<file path="config.mk">
export PLATFORM = sky130hd
export DESIGN_NAME = pcg_top
export DESIGN_NICKNAME = d
export VERILOG_FILES = /design/src/logic/pcg_pkg.sv /design/src/logic/pcg_gate_if.sv /design/src/logic/pcg_clock_gate.sv /design/src/logic/pcg_top.sv
export VERILOG_INCLUDE_DIRS = /design/src /design/src/logic
export SDC_FILE = /design/constraint.sdc
export NUM_CORES = 1
export LEC_CHECK = 0
export BUFFER_PORTS_ARGS = -buffer_cell sky130_fd_sc_hd__clkbuf_2
export CAP_MARGIN = 40
export CORE_MARGIN = 2
export CORE_UTILIZATION = 44
export DETAILED_ROUTE_END_ITERATION = 10
export PLACE_DENSITY = 0.76
export SLEW_MARGIN = 15
export SYNTH_ARGS = -nofsm -noshare
export SYNTH_HDL_FRONTEND = slang
export SYNTH_SLANG_ARGS = --single-unit
export TNS_END_PERCENT = 5
</file>
<file path="constraint.sdc">
create_clock -name mclk -period 1.3 [get_ports mclk]
set_input_delay 0 -clock mclk [delete_from_list [all_inputs] [get_ports mclk]]
set_output_delay 0 -clock mclk [all_outputs]
set_load 0.05 [all_outputs]
</file>
<file path="src/logic/pcg_consts.svh">
`ifndef PCG_CONSTS_SVH
`define PCG_CONSTS_SVH

// register offsets from the system control base
`define PCG_BASE_ADDR 32'h400FE000
`define PCG_OFF_RUN_GATE 12'h104
`define PCG_OFF_SLEEP_GATE 12'h114
`define PCG_OFF_DEEP_GATE 12'h124
`define PCG_OFF_RUN_CLOCK_CONFIG 12'h060
`define PCG_OFF_IRQ_STATUS 12'h150
`define PCG_OFF_IRQ_MASK 12'h154

// field positions
`define PCG_BIT_ASYNC_SERIAL_0 0
`define PCG_BIT_ASYNC_SERIAL_1 1
`define PCG_BIT_SYNC_SERIAL_0 4
`define PCG_BIT_COUNTER_UNIT_0 16
`define PCG_BIT_COUNTER_UNIT_1 17
`define PCG_BIT_COUNTER_UNIT_2 18
`define PCG_BIT_COMPARATOR_0 24
`define PCG_BIT_COMPARATOR_1 25
`define PCG_BIT_COMPARATOR_2 26
`define PCG_BIT_AUTO_GATING 0
`define PCG_BIT_IRQ_FAULT 0
`define PCG_BIT_IRQ_UNMAPPED 1

// writable masks and reset values
`define PCG_MASK_RUN_GATE 32'h00070013
`define PCG_MASK_SLEEP_GATE 32'h07070013
`define PCG_MASK_RUN_CLOCK_CONFIG 32'h00000001
`define PCG_MASK_IRQ 32'h00000003
`define PCG_RESET_GATE 32'h00000000
`define PCG_RESET_CONFIG 32'h00000000
`define PCG_RESET_IRQ 32'h00000000

// gated units
`define PCG_NUM_UNITS 9
`define PCG_ADDR_W 12

`endif

</file>
<file path="src/logic/pcg_pkg.sv">
`default_nettype none
`include "pcg_consts.svh"
package pcg_pkg;
  typedef enum logic [1:0] {
    PCG_RUN,
    PCG_SLEEP,
    PCG_DEEP
  } pcg_mode_t;

  // unit vector order: async_serial_0_gate, async_serial_1_gate, sync_serial_0_gate, counter_unit_0_gate..2, comparator0..2
  typedef logic [`PCG_NUM_UNITS-1:0] pcg_units_t;
  typedef logic [31:0] pcg_word_t;
  typedef logic [`PCG_ADDR_W-1:0] pcg_addr_t;
endpackage : pcg_pkg
`default_nettype wire

</file>
<file path="src/logic/pcg_gate_if.sv">
`default_nettype none
interface pcg_gate_if;
  import pcg_pkg::*;
  pcg_units_t en;
  pcg_units_t gclk;
  modport ctrl (output en, input gclk);
  modport gate (input en, output gclk);
endinterface : pcg_gate_if
`default_nettype wire

</file>
<file path="src/logic/pcg_clock_gate.sv">
`default_nettype none
`include "pcg_consts.svh"
module pcg_clock_gate
  import pcg_pkg::*;
(
  // clock and reset
  input wire logic mclk,
  input wire logic rst_n,
  // enables in, gated clocks out
  pcg_gate_if.gate g
);
  pcg_units_t en_lo_reg;
  pcg_units_t en_lo_next;

  always_comb
  begin
    en_lo_next = g.en;
  end

  // enable moves on the falling edge, so only while mclk is low
  always_ff @(negedge mclk or negedge rst_n)
  begin
    if (!rst_n)
      en_lo_reg <= '0;
    else
      en_lo_reg <= en_lo_next;
  end

  assign g.gclk = {`PCG_NUM_UNITS{mclk}} & en_lo_reg;
endmodule : pcg_clock_gate
`default_nettype wire

</file>
<file path="src/logic/pcg_top.sv">
// Function
// - A set gating bit clocks its peripheral; a clear bit stops its clock.
// - An access to a peripheral whose clock is gated off ends in a bus fault.
// - Every gating bit reads 0 after reset, so all peripherals are unclocked.
// - Run, sleep and deep-sleep registers apply in their own power state.
// - Sleep and deep-sleep registers apply only with automatic gating set; sleep comparator bits 26:24 apply in every state but auto-gated deep sleep.
// - Bits 18, 17 and 16 enable counter units 2, 1 and 0.
// - Bit 4 enables sync serial 0; bits 1 and 0 enable async serial 1 and 0.
// - Sleep register bits 26, 25 and 24 enable comparators 2, 1 and 0.
// - Reserved bits read 0 and ignore writes; software preserves them.
// - Run register sits at 0x104 and sleep register at 0x114.
// - Deep-sleep register sits at 0x124 with the sleep register layout.
//
// Local design decision: the address-and-strobe port.
`default_nettype none
`include "pcg_consts.svh"
module pcg_top
  import pcg_pkg::*;
(
  // clock and reset
  input wire logic mclk,
  input wire logic rst_n,
  // register port
  input wire logic [`PCG_ADDR_W-1:0] reg_addr,
  input wire logic [31:0] reg_wdata,
  input wire logic reg_wr,
  input wire logic reg_rd,
  output logic [31:0] reg_rdata,
  // power state from the core
  input wire logic sleep_mode,
  input wire logic deep_sleep_mode,
  // peripheral access check
  input wire logic periph_access,
  input wire logic [3:0] periph_target,
  output logic periph_fault,
  output logic periph_ok,
  // peripheral clocks
  output logic [`PCG_NUM_UNITS-1:0] periph_clk_en,
  output logic [`PCG_NUM_UNITS-1:0] periph_gclk,
  // interrupt
  output logic irq
);

  function automatic logic hit(input pcg_addr_t a, input pcg_addr_t off);
    hit = (a == off);
  endfunction : hit

  // maps a register image to the unit vector
  function automatic pcg_units_t to_units(input pcg_word_t r,
                                          input logic with_comp);
    pcg_units_t u;
    u = '0;
    u[0] = r[`PCG_BIT_ASYNC_SERIAL_0];
    u[1] = r[`PCG_BIT_ASYNC_SERIAL_1];
    u[2] = r[`PCG_BIT_SYNC_SERIAL_0];
    u[3] = r[`PCG_BIT_COUNTER_UNIT_0];
    u[4] = r[`PCG_BIT_COUNTER_UNIT_1];
    u[5] = r[`PCG_BIT_COUNTER_UNIT_2];
    if (with_comp)
    begin
      u[6] = r[`PCG_BIT_COMPARATOR_0];
      u[7] = r[`PCG_BIT_COMPARATOR_1];
      u[8] = r[`PCG_BIT_COMPARATOR_2];
    end
    to_units = u;
  endfunction : to_units

  function automatic pcg_word_t w1c(input pcg_word_t cur,
                                    input pcg_word_t clr,
                                    input pcg_word_t set);
    // set wins over a clear in the same cycle
    w1c = ((cur & ~clr) | set) & `PCG_MASK_IRQ;
  endfunction : w1c

  pcg_gate_if gif ();

  // register file
  pcg_word_t run_gate_enables_reg;
  pcg_word_t run_gate_enables_next;
  pcg_word_t sleep_gate_enables_reg;
  pcg_word_t sleep_gate_enables_next;
  pcg_word_t deep_sleep_gate_enables_reg;
  pcg_word_t deep_sleep_gate_enables_next;
  pcg_word_t run_clock_config_reg;
  pcg_word_t run_clock_config_next;
  pcg_word_t irq_status_reg;
  pcg_word_t irq_status_next;
  pcg_word_t irq_mask_reg;
  pcg_word_t irq_mask_next;
  pcg_word_t rdata_reg;
  pcg_word_t rdata_next;
  logic mapped;
  logic unmapped_event;
  pcg_word_t set_bits;
  logic auto_gating_select;
  logic fault_event;

  always_comb
  begin
    mapped = hit(reg_addr, `PCG_OFF_RUN_GATE)
      || hit(reg_addr, `PCG_OFF_SLEEP_GATE)
      || hit(reg_addr, `PCG_OFF_DEEP_GATE)
      || hit(reg_addr, `PCG_OFF_RUN_CLOCK_CONFIG)
      || hit(reg_addr, `PCG_OFF_IRQ_STATUS)
      || hit(reg_addr, `PCG_OFF_IRQ_MASK);
    unmapped_event = (reg_wr || reg_rd) && !mapped;
    set_bits = '0;
    set_bits[`PCG_BIT_IRQ_FAULT] = fault_event;
    set_bits[`PCG_BIT_IRQ_UNMAPPED] = unmapped_event;
    run_gate_enables_next = run_gate_enables_reg;
    sleep_gate_enables_next = sleep_gate_enables_reg;
    deep_sleep_gate_enables_next = deep_sleep_gate_enables_reg;
    run_clock_config_next = run_clock_config_reg;
    irq_mask_next = irq_mask_reg;
    irq_status_next = w1c(irq_status_reg, '0, set_bits);
    if (reg_wr)
    begin
      // reserved bits are masked off on every write
      if (hit(reg_addr, `PCG_OFF_RUN_GATE))
        run_gate_enables_next = reg_wdata & `PCG_MASK_RUN_GATE;
      if (hit(reg_addr, `PCG_OFF_SLEEP_GATE))
        sleep_gate_enables_next = reg_wdata & `PCG_MASK_SLEEP_GATE;
      if (hit(reg_addr, `PCG_OFF_DEEP_GATE))
        deep_sleep_gate_enables_next = reg_wdata & `PCG_MASK_SLEEP_GATE;
      if (hit(reg_addr, `PCG_OFF_RUN_CLOCK_CONFIG))
        run_clock_config_next = reg_wdata & `PCG_MASK_RUN_CLOCK_CONFIG;
      if (hit(reg_addr, `PCG_OFF_IRQ_MASK))
        irq_mask_next = reg_wdata & `PCG_MASK_IRQ;
      if (hit(reg_addr, `PCG_OFF_IRQ_STATUS))
        irq_status_next = w1c(irq_status_reg, reg_wdata, set_bits);
    end
    rdata_next = '0;
    if (reg_rd)
    begin
      if (hit(reg_addr, `PCG_OFF_RUN_GATE))
        rdata_next = run_gate_enables_reg;
      else if (hit(reg_addr, `PCG_OFF_SLEEP_GATE))
        rdata_next = sleep_gate_enables_reg;
      else if (hit(reg_addr, `PCG_OFF_DEEP_GATE))
        rdata_next = deep_sleep_gate_enables_reg;
      else if (hit(reg_addr, `PCG_OFF_RUN_CLOCK_CONFIG))
        rdata_next = run_clock_config_reg;
      else if (hit(reg_addr, `PCG_OFF_IRQ_STATUS))
        rdata_next = irq_status_reg;
      else if (hit(reg_addr, `PCG_OFF_IRQ_MASK))
        rdata_next = irq_mask_reg;
      else
        rdata_next = '0;
    end
    auto_gating_select = run_clock_config_reg[`PCG_BIT_AUTO_GATING];
  end

  always_ff @(posedge mclk or negedge rst_n)
  begin
    if (!rst_n)
    begin
      run_gate_enables_reg <= `PCG_RESET_GATE;
      sleep_gate_enables_reg <= `PCG_RESET_GATE;
      deep_sleep_gate_enables_reg <= `PCG_RESET_GATE;
      run_clock_config_reg <= `PCG_RESET_CONFIG;
      irq_status_reg <= `PCG_RESET_IRQ;
      irq_mask_reg <= `PCG_RESET_IRQ;
      rdata_reg <= '0;
    end
    else
    begin
      run_gate_enables_reg <= run_gate_enables_next;
      sleep_gate_enables_reg <= sleep_gate_enables_next;
      deep_sleep_gate_enables_reg <= deep_sleep_gate_enables_next;
      run_clock_config_reg <= run_clock_config_next;
      irq_status_reg <= irq_status_next;
      irq_mask_reg <= irq_mask_next;
      rdata_reg <= rdata_next;
    end
  end

  // power state tracking
  pcg_mode_t mode_reg;
  pcg_mode_t mode_next;

  always_comb
  begin
    mode_next = mode_reg;
    case (mode_reg)
      PCG_RUN:
      begin
        if (deep_sleep_mode)
          mode_next = PCG_DEEP;
        else if (sleep_mode)
          mode_next = PCG_SLEEP;
      end
      PCG_SLEEP:
      begin
        if (deep_sleep_mode)
          mode_next = PCG_DEEP;
        else if (!sleep_mode)
          mode_next = PCG_RUN;
      end
      PCG_DEEP:
      begin
        if (!deep_sleep_mode)
          mode_next = sleep_mode ? PCG_SLEEP : PCG_RUN;
      end
      default:
        mode_next = PCG_RUN;
    endcase
  end

  always_ff @(posedge mclk or negedge rst_n)
  begin
    if (!rst_n)
      mode_reg <= PCG_RUN;
    else
      mode_reg <= mode_next;
  end

  // effective enables
  pcg_units_t en_reg;
  pcg_units_t en_next;
  pcg_units_t run_units;
  pcg_units_t sleep_units;

  always_comb
  begin
    // comparators have no run bit; in run they follow the sleep map
    sleep_units = to_units(sleep_gate_enables_reg, 1'b1);
    run_units = to_units(run_gate_enables_reg, 1'b0);
    run_units[8:6] = sleep_units[8:6];
    en_next = run_units;
    if (auto_gating_select)
    begin
      case (mode_reg)
        PCG_SLEEP:
          en_next = to_units(sleep_gate_enables_reg, 1'b1);
        PCG_DEEP:
          en_next = to_units(deep_sleep_gate_enables_reg, 1'b1);
        default:
          en_next = run_units;
      endcase
    end
  end

  always_ff @(posedge mclk or negedge rst_n)
  begin
    if (!rst_n)
      en_reg <= '0;
    else
      en_reg <= en_next;
  end

  assign gif.en = en_reg;

  pcg_clock_gate u_gate (
    .mclk (mclk),
    .rst_n (rst_n),
    .g (gif.gate)
  );

  // access check against the enables in force
  logic fault_reg;
  logic fault_next;
  logic ok_reg;
  logic ok_next;
  logic target_on;

  always_comb
  begin
    // unknown targets fault as well, nothing answers for them
    target_on = 1'b0;
    if (periph_target < 4'(`PCG_NUM_UNITS))
      target_on = en_reg[periph_target];
    fault_event = periph_access && !target_on;
    fault_next = fault_event;
    ok_next = periph_access && target_on;
  end

  always_ff @(posedge mclk or negedge rst_n)
  begin
    if (!rst_n)
    begin
      fault_reg <= 1'b0;
      ok_reg <= 1'b0;
    end
    else
    begin
      fault_reg <= fault_next;
      ok_reg <= ok_next;
    end
  end

  // interrupt
  logic irq_reg;
  logic irq_next;

  always_comb
  begin
    irq_next = |(irq_status_next & irq_mask_next);
  end

  always_ff @(posedge mclk or negedge rst_n)
  begin
    if (!rst_n)
      irq_reg <= 1'b0;
    else
      irq_reg <= irq_next;
  end

  assign reg_rdata = rdata_reg;
  assign periph_fault = fault_reg;
  assign periph_ok = ok_reg;
  assign periph_clk_en = en_reg;
  // gated clocks come from the gate cells, not a flop, by nature
  assign periph_gclk = gif.gclk;
  assign irq = irq_reg;
endmodule : pcg_top
`default_nettype wire

</file>
==> results of run 1 <==
-- timing repair --
item,CTS,global route
setup endpoints to repair,65,65
resized for setup,46,42
hold buffers,17,0
pin swaps,10,6
cloned,0,0
endpoints found under the hold margin,96,0
-- worst max-delay path by stage --
stage / start / end / slack (ns) / cells after the start
floorplan: reg_addr[9] / sleep_gate_enables_reg[0] / -0.43 / 4
global placement: reg_addr[9] / sleep_gate_enables_reg[18] / -0.50 / 6
detailed placement: reg_addr[9] / run_gate_enables_reg[1] / -0.57 / 6
CTS: u_gate.en_lo_reg[7] / periph_gclk[7] / -0.50 / 2
global route: u_gate.en_lo_reg[7] / periph_gclk[7] / -0.52 / 2
finish: u_gate.en_lo_reg[7] / periph_gclk[7] / -0.49 / 2
-- through the flow --
stage | worst slack [ns] | total power, mW | utilization (%)
5_1_grt | -0.518 | 5.33 | 66.8
2_1_floorplan | -0.435 | 2.48 | -
4_1_cts | -0.500 | 4.98 | 64.4
3_3_place_gp | -0.502 | 2.74 | 54.6
6_report | -0.487 | 5.07 | 66.8
3_5_place_dp | -0.574 | 2.76 | 54.6
-- cells in the final DEF, fill, tap and decap left out, types with 3 or more instances in the layout --
cell type | synthesis | routed
dfrtn_1 | 9 | 9
clkbuf_2 | 0 | 51
buf_12 | 0 | 3
buf_4 | 23 | 20
nand4_1 | 3 | 3
clkbuf_8 | 0 | 15
mux2_4 | 0 | 16
nor2_1 | 23 | 22
mux2_2 | 27 | 11
dfrtp_2 | 0 | 4
buf_8 | 0 | 8
conb_1 | 1 | 23
nor2b_1 | 6 | 6
a32o_1 | 3 | 3
nand2_1 | 8 | 7
a21oi_1 | 15 | 12
a21oi_2 | 0 | 3
mux2i_1 | 10 | 10
clkbuf_1 | 7 | 3
buf_6 | 0 | 11
dlygate4sd3_1 | 0 | 17
dfrtp_1 | 52 | 48
a22oi_1 | 9 | 3
o21ai_0 | 6 | 6
and2_4 | 0 | 10
inv_1 | 5 | 3
a22oi_2 | 0 | 6
-- metal layers --
metal	vias up	GRT usage, %	wire [µm]
met1	1124	25.3	3040
met4	0	10.2	109
met3	10	9.05	389
met5	-	0	0
li1	1073	-	-
met2	85	34.0	3680
-- power groups by stage --
stage	Sequential, mW	Clock (mW)	Combinational, mW
6_report	1.96	2.15	0.957
3_5_place_dp	1.99	0.0142	0.755
4_1_cts	1.96	2.17	0.853
5_1_grt	1.96	2.32	1.04
3_3_place_gp	1.99	0.0142	0.738
2_1_floorplan	2.01	0.0125	0.455
-- worst register-to-register path: stages (launching register included) --
cell and delay [ns]:
dfrtp_2 0.41, mux4_2 0.47, nand2b_4 0.17, a211oi_2 0.19, buf_4 0.15, a21o_1 0.10
a22o_1 0.14
-- logic make-up (layout without fill, tap and decap cells) --
family | after synthesis | after routing | share of synthesized area, %
compound gates | 40 | 40 | 9.08
buf+inv | 36 | 137 | 7.69
other cells | 1 | 23 | 0.130
flops | 61 | 61 | 53.0
mux | 38 | 38 | 14.8
fa+ha+maj | 4 | 4 | 1.74
simple gates | 71 | 71 | 13.6
-- final cells by class --
cell class	instances	area (µm²)
well taps	77	96.3
flip-flops and latches	61	1530
clock buffers	27	363
clock inverters	3	45.0
multi-input cells	176	1430
fillers	445	2110
repair buffers	102	759
inverters	5	18.8
==> metrics.md, run 1 <==
| Metric | Value |
|---|---|
| Run status | `finished, violations left` |
| Failing checks | `setup timing` |
| Delay-heaviest family, CP | `flip-flops` |
| Cells after DPL | `slightly above 400` |
| Max Fanout on Critical Path | `1` |
| Largest area contributor in the netlist | `dfrtp_1` |
| Clk_skew | `0.0100 ns` |
| Final ANT Viol Nets | `0` |
| Antenna Cells | `0` |
| Core Area | `6350 µm²` |
| Max-cap violations | `0` |
| Syn-to-layout area delta | `47.2%` |
| Asr flop ratio synth | `100%` |
| Worst path cell trace | `and2_4 > clkbuf_16` |
| Buf/Inv on CP | `1` |
| Design Area, Final | `4240 µm²` |
| Global-route wire length before repair | `around 12000 µm` |
| Worst r2r path cells | `6` |
| Distinct cells, synth | `41` |
| EDFF count, synth | `0` |
| Synth Instances | `251` |
| DIE AREA | `roughly 7000 µm²` |
| Gp weighted congestion | `about 0.8` |
| Sequential area share after synthesis | `53.0%` |
| Top_reg_cell synth | `dfrtp_1` |
| Gate power share | `18.9%` |
| Commonest cells post-synth | `52 x dfrtp_1, 27 x mux2_2, 23 x buf_4, 23 x nor2_1, 15 x a21oi_1` |
| Finish-stage setup viols | `53` |
| All-Layer GR Usage | `21.4%` |
| Nature of the critical path endpoint | `output pin` |
| Cell leakage power | `2.08 nW` |
| Nets | `427` |
| Via count of the first global-routing pass | `2460` |
| Worst reg2reg endpoint | `irq` |
| Synth warn | `0` |
| CP max stage cell | `dfrtn_1` |
| Initial antenna violation count | `0` |
| Max incr delay on CP | `0.40 ns` |
| DIE WIDTH | `84.9 µm` |
| Worst-skew pair later-pin latency | `0.44 ns` |
| Vias | `2292` |
| Non-Filler Instances | `451` |
| GR Overflow Total | `0` |
| Per-cell routed wire length | `16.0 µm` |
| Main area contributors after synthesis | `dfrtp_1 45%, mux2_2 11%, dfrtn_1 7.8%` |
| Pin count of the biggest net entering global routing | `51` |
| DRT Wirelength | `7210 µm` |
| Power per Cell Area | `about 1200 nW/µm²` |
| Drt first pass iters | `4` |
| Port-buffer cells | `61` |
| Reg clk slew, reported paths | `0.07 ns` |
| Fin Hold WS | `between 0.04 and 0.05 ns` |
| Hold EP | `periph_ok` |
| Switching power | `roughly 1.5 mW` |
| Layout cells sized above 1 | `47.9%` |
| Pint | `3.60 mW` |
| Clk pwr share | `42.4%` |
| Hold Path Stages | `5` |
| Syn Std Cell Area | `2880 µm²` |
| Reg2Reg Launch Point | `periph_clk_en[7]` |
| Post-CTS Setup Bufs | `0` |
| Hpwl dp | `4700 µm` |
| Boundary pin count | `108` |
| DRC errors left | `0` |
| CTS tree | `done` |
| Vias/cell | `5.08` |
| Final hold vios | `0` |
| Starting DRT DRC Count | `116` |
| Avg Cell Area, Syn | `between 10 and 15 µm²` |
| Critical path class | `register to output pin` |
| Worst EP required | `~1.3 ns` |
| Hold crit path type | `input port to register` |
| Dpl cell area | `3460 µm²` |
| Seq pwr share | `38.7%` |
| Peak supply drop | `1.69 mV` |
| Startpoint types | `register` |
| Initial Utilization | `45.4%` |
| Top-count cell post-synth | `dfrtp_1` |
| Hold path startpoint | `periph_target[3]` |
| Setup TNS | `-6.09 ns` |
| Final setup margin | `-0.487 ns` |
| FP Rows | `29` |
| Top-area cell type share of the netlist area | `45.2%` |
| Final Max Slew Viols | `0` |
| Arr. time, crit path | `1.79 ns` |
| RSZ-0062 raised after global routing | `yes` |
| FF+latch count, synth | `61` |
| R2r setup slk | `-0.39 ns` |
| Switching Share | `approximately 29%` |
| Die H | `84.9 µm` |
Note: power is estimated with default switching activity, not from simulation.
==> run 2: changes to the inputs <==
--- a/config.mk
+++ b/config.mk
@@ -11,7 +11,7 @@
 export CORE_MARGIN = 2
 export CORE_UTILIZATION = 44
 export DETAILED_ROUTE_END_ITERATION = 10
-export PLACE_DENSITY = 0.76
+export PLACE_DENSITY = 0.73
 export SLEW_MARGIN = 15
 export SYNTH_ARGS = -nofsm -noshare
 export SYNTH_HDL_FRONTEND = slang
==> metrics.md, run 2 (synthesis results as in run 1) <==
| Metric | Value |
|---|---|
| Die H | `84.9 µm` |
| All-Layer GR Usage | `approximately a fifth` |
| Layout cells sized above 1 | `49.2%` |
| DRC errors left | `0` |
| Worst EP required | `1.30 ns` |
| Peak supply drop | `1.02 mV` |
| Startpoint types | `register` |
| Vias | `2321` |
| Final ANT Viol Nets | `0` |
| FP Rows | `29` |
| Via count of the first global-routing pass | `2446` |
| Reg area | `around 1500 µm²` |
| Syn-to-layout area delta | `46.1%` |
| Leading cell type in the layout, fill and taps excluded | `clkbuf_2` |
| Boundary pin count | `108` |
| Drt first pass iters | `4` |
| RSZ-0062 raised after global routing | `yes` |
| Final hold vios | `0` |
| Worst-skew pair later-pin latency | `0.45 ns` |
| Initial Utilization | `45.4%` |
| Pin count of the biggest net entering global routing | `52` |
| Final setup margin | `-0.480 ns` |
| Gp weighted congestion | `0.869` |
| Arr. time, crit path | `1.78 ns` |
| Nets | `about 430` |
| Run status | `finished, violations left` |
| Max incr delay on CP | `0.41 ns` |
| Initial antenna violation count | `0` |
| Cell leakage power | `approximately 2.1 nW` |
| Port-buffer cells | `approximately 60` |
| CP max stage cell | `dfrtn_1` |
| Overall Power | `5.15 mW` |
| Reg clk slew, reported paths | `approximately 0.060 ns` |
| Starting DRT DRC Count | `99` |
| Fin Hold WS | `between 0.02 and 0.025 ns` |
| Power per Cell Area | `1220 nW/µm²` |
| Multi-input logic area | `1370 µm²` |
| Hpwl dp | `4760 µm` |
| Number of fill cells | `480` |
| DRT Wirelength | `7020 µm` |
| Worst path cell trace | `and2_4 > buf_8` |
| Max-cap violations | `0` |
| Hold crit path type | `input port to register` |
| Core Area | `~6300 µm²` |
| Clk_skew | `0.0131 ns` |
| Finish-stage setup viols | `60` |
| CTS tree | `done` |
| GR Overflow Total | `0` |
| Global-route wire length before repair | `11300 µm` |
| Antenna Cells | `0` |
| Final Max Slew Viols | `0` |
| DIE AREA | `7210 µm²` |
| Setup TNS | `-6.00 ns` |
| Vias/cell | `5.17` |
| Delay-heaviest family, CP | `flip-flops` |
| R2r setup slk | `-0.37 ns` |
| Per-cell routed wire length | `15.6 µm` |
| Failing checks | `setup timing` |
| Max Fanout on Critical Path | `1` |
| Buf/Inv on CP | `1` |
| DIE WIDTH | `84.9 µm` |
| Nature of the critical path endpoint | `output pin` |
| Commonest non-fill, non-tap cells in the layout | `51 x clkbuf_2, 48 x dfrtp_1, 23 x conb_1` |
| Critical path class | `register to output pin` |
[run 2: where the power goes]
part | internal [mW] | leakage [nW] | switching, mW | total [mW]
registers | 1.94 | 0.830 | 0.0319 | 1.97
logic | 0.343 | 1.00 | 0.557 | 0.900
clock network | 1.41 | 0.269 | 0.864 | 2.28
[run 2: final timing paths]
path	from	end	depth (start not counted)
max	u_gate.en_lo_reg[2]	periph_gclk[2]	2
min	sleep_mode	mode_reg[0]	5
max reg2reg	periph_clk_en[4]	irq	6
min reg2reg	irq_status_reg[0]	irq_status_reg[0]	1
max in group asynchronous	rst_n	u_gate.en_lo_reg[0]	2
min in group asynchronous	rst_n	periph_fault	3
[run 2: cell type report]
type,instances,area share [%]
flip-flops and latches,61,36.4
multi-input cells,176,32.5
repair buffers,100,17.5
clock buffers,28,10.7
well taps,77,2.29
inverters,5,0.446
clock inverters,2,0.208
[run 2: timing repair]
| action | 4_1_cts | 5_1_grt |
|---|---|---|
| gates resized for setup | 51 | 26 |
| setup endpoints to repair | 65 | 62 |
| pin swaps | 10 | 2 |
| hold buffers | 16 | 0 |
| endpoints found under the hold margin | 96 | 0 |
| buffers inserted | 0 | 0 |
[run 2: per-stage QoR]
step,area (µm²),util (%),std cells,worst slack [ns]
global route,4210,66.3,449,-0.517
finish,4210,66.3,449,-0.480
CTS,4130,65.0,449,-0.502
floorplan,2980,-,273,-0.435
detailed placement,3460,54.4,412,-0.573
global placement,3460,54.4,412,-0.500
[run 2: per-layer routing]
metal	global-route usage (%)	vias to the layer above	share of wire (%)
met1	25.2	1122	41
met4	17.7	0	3.6
li1	-	1073	-
met3	7.00	25	6.2
met5	0	-	0
met2	30.8	101	50
[run 2: tightest hold or removal path: stages]
cell,delay (ns)
clkbuf_2,0.10
nand2_1,0.05
o21ai_0,0.10
nand3_1,0.08
o21ai_0,0.09
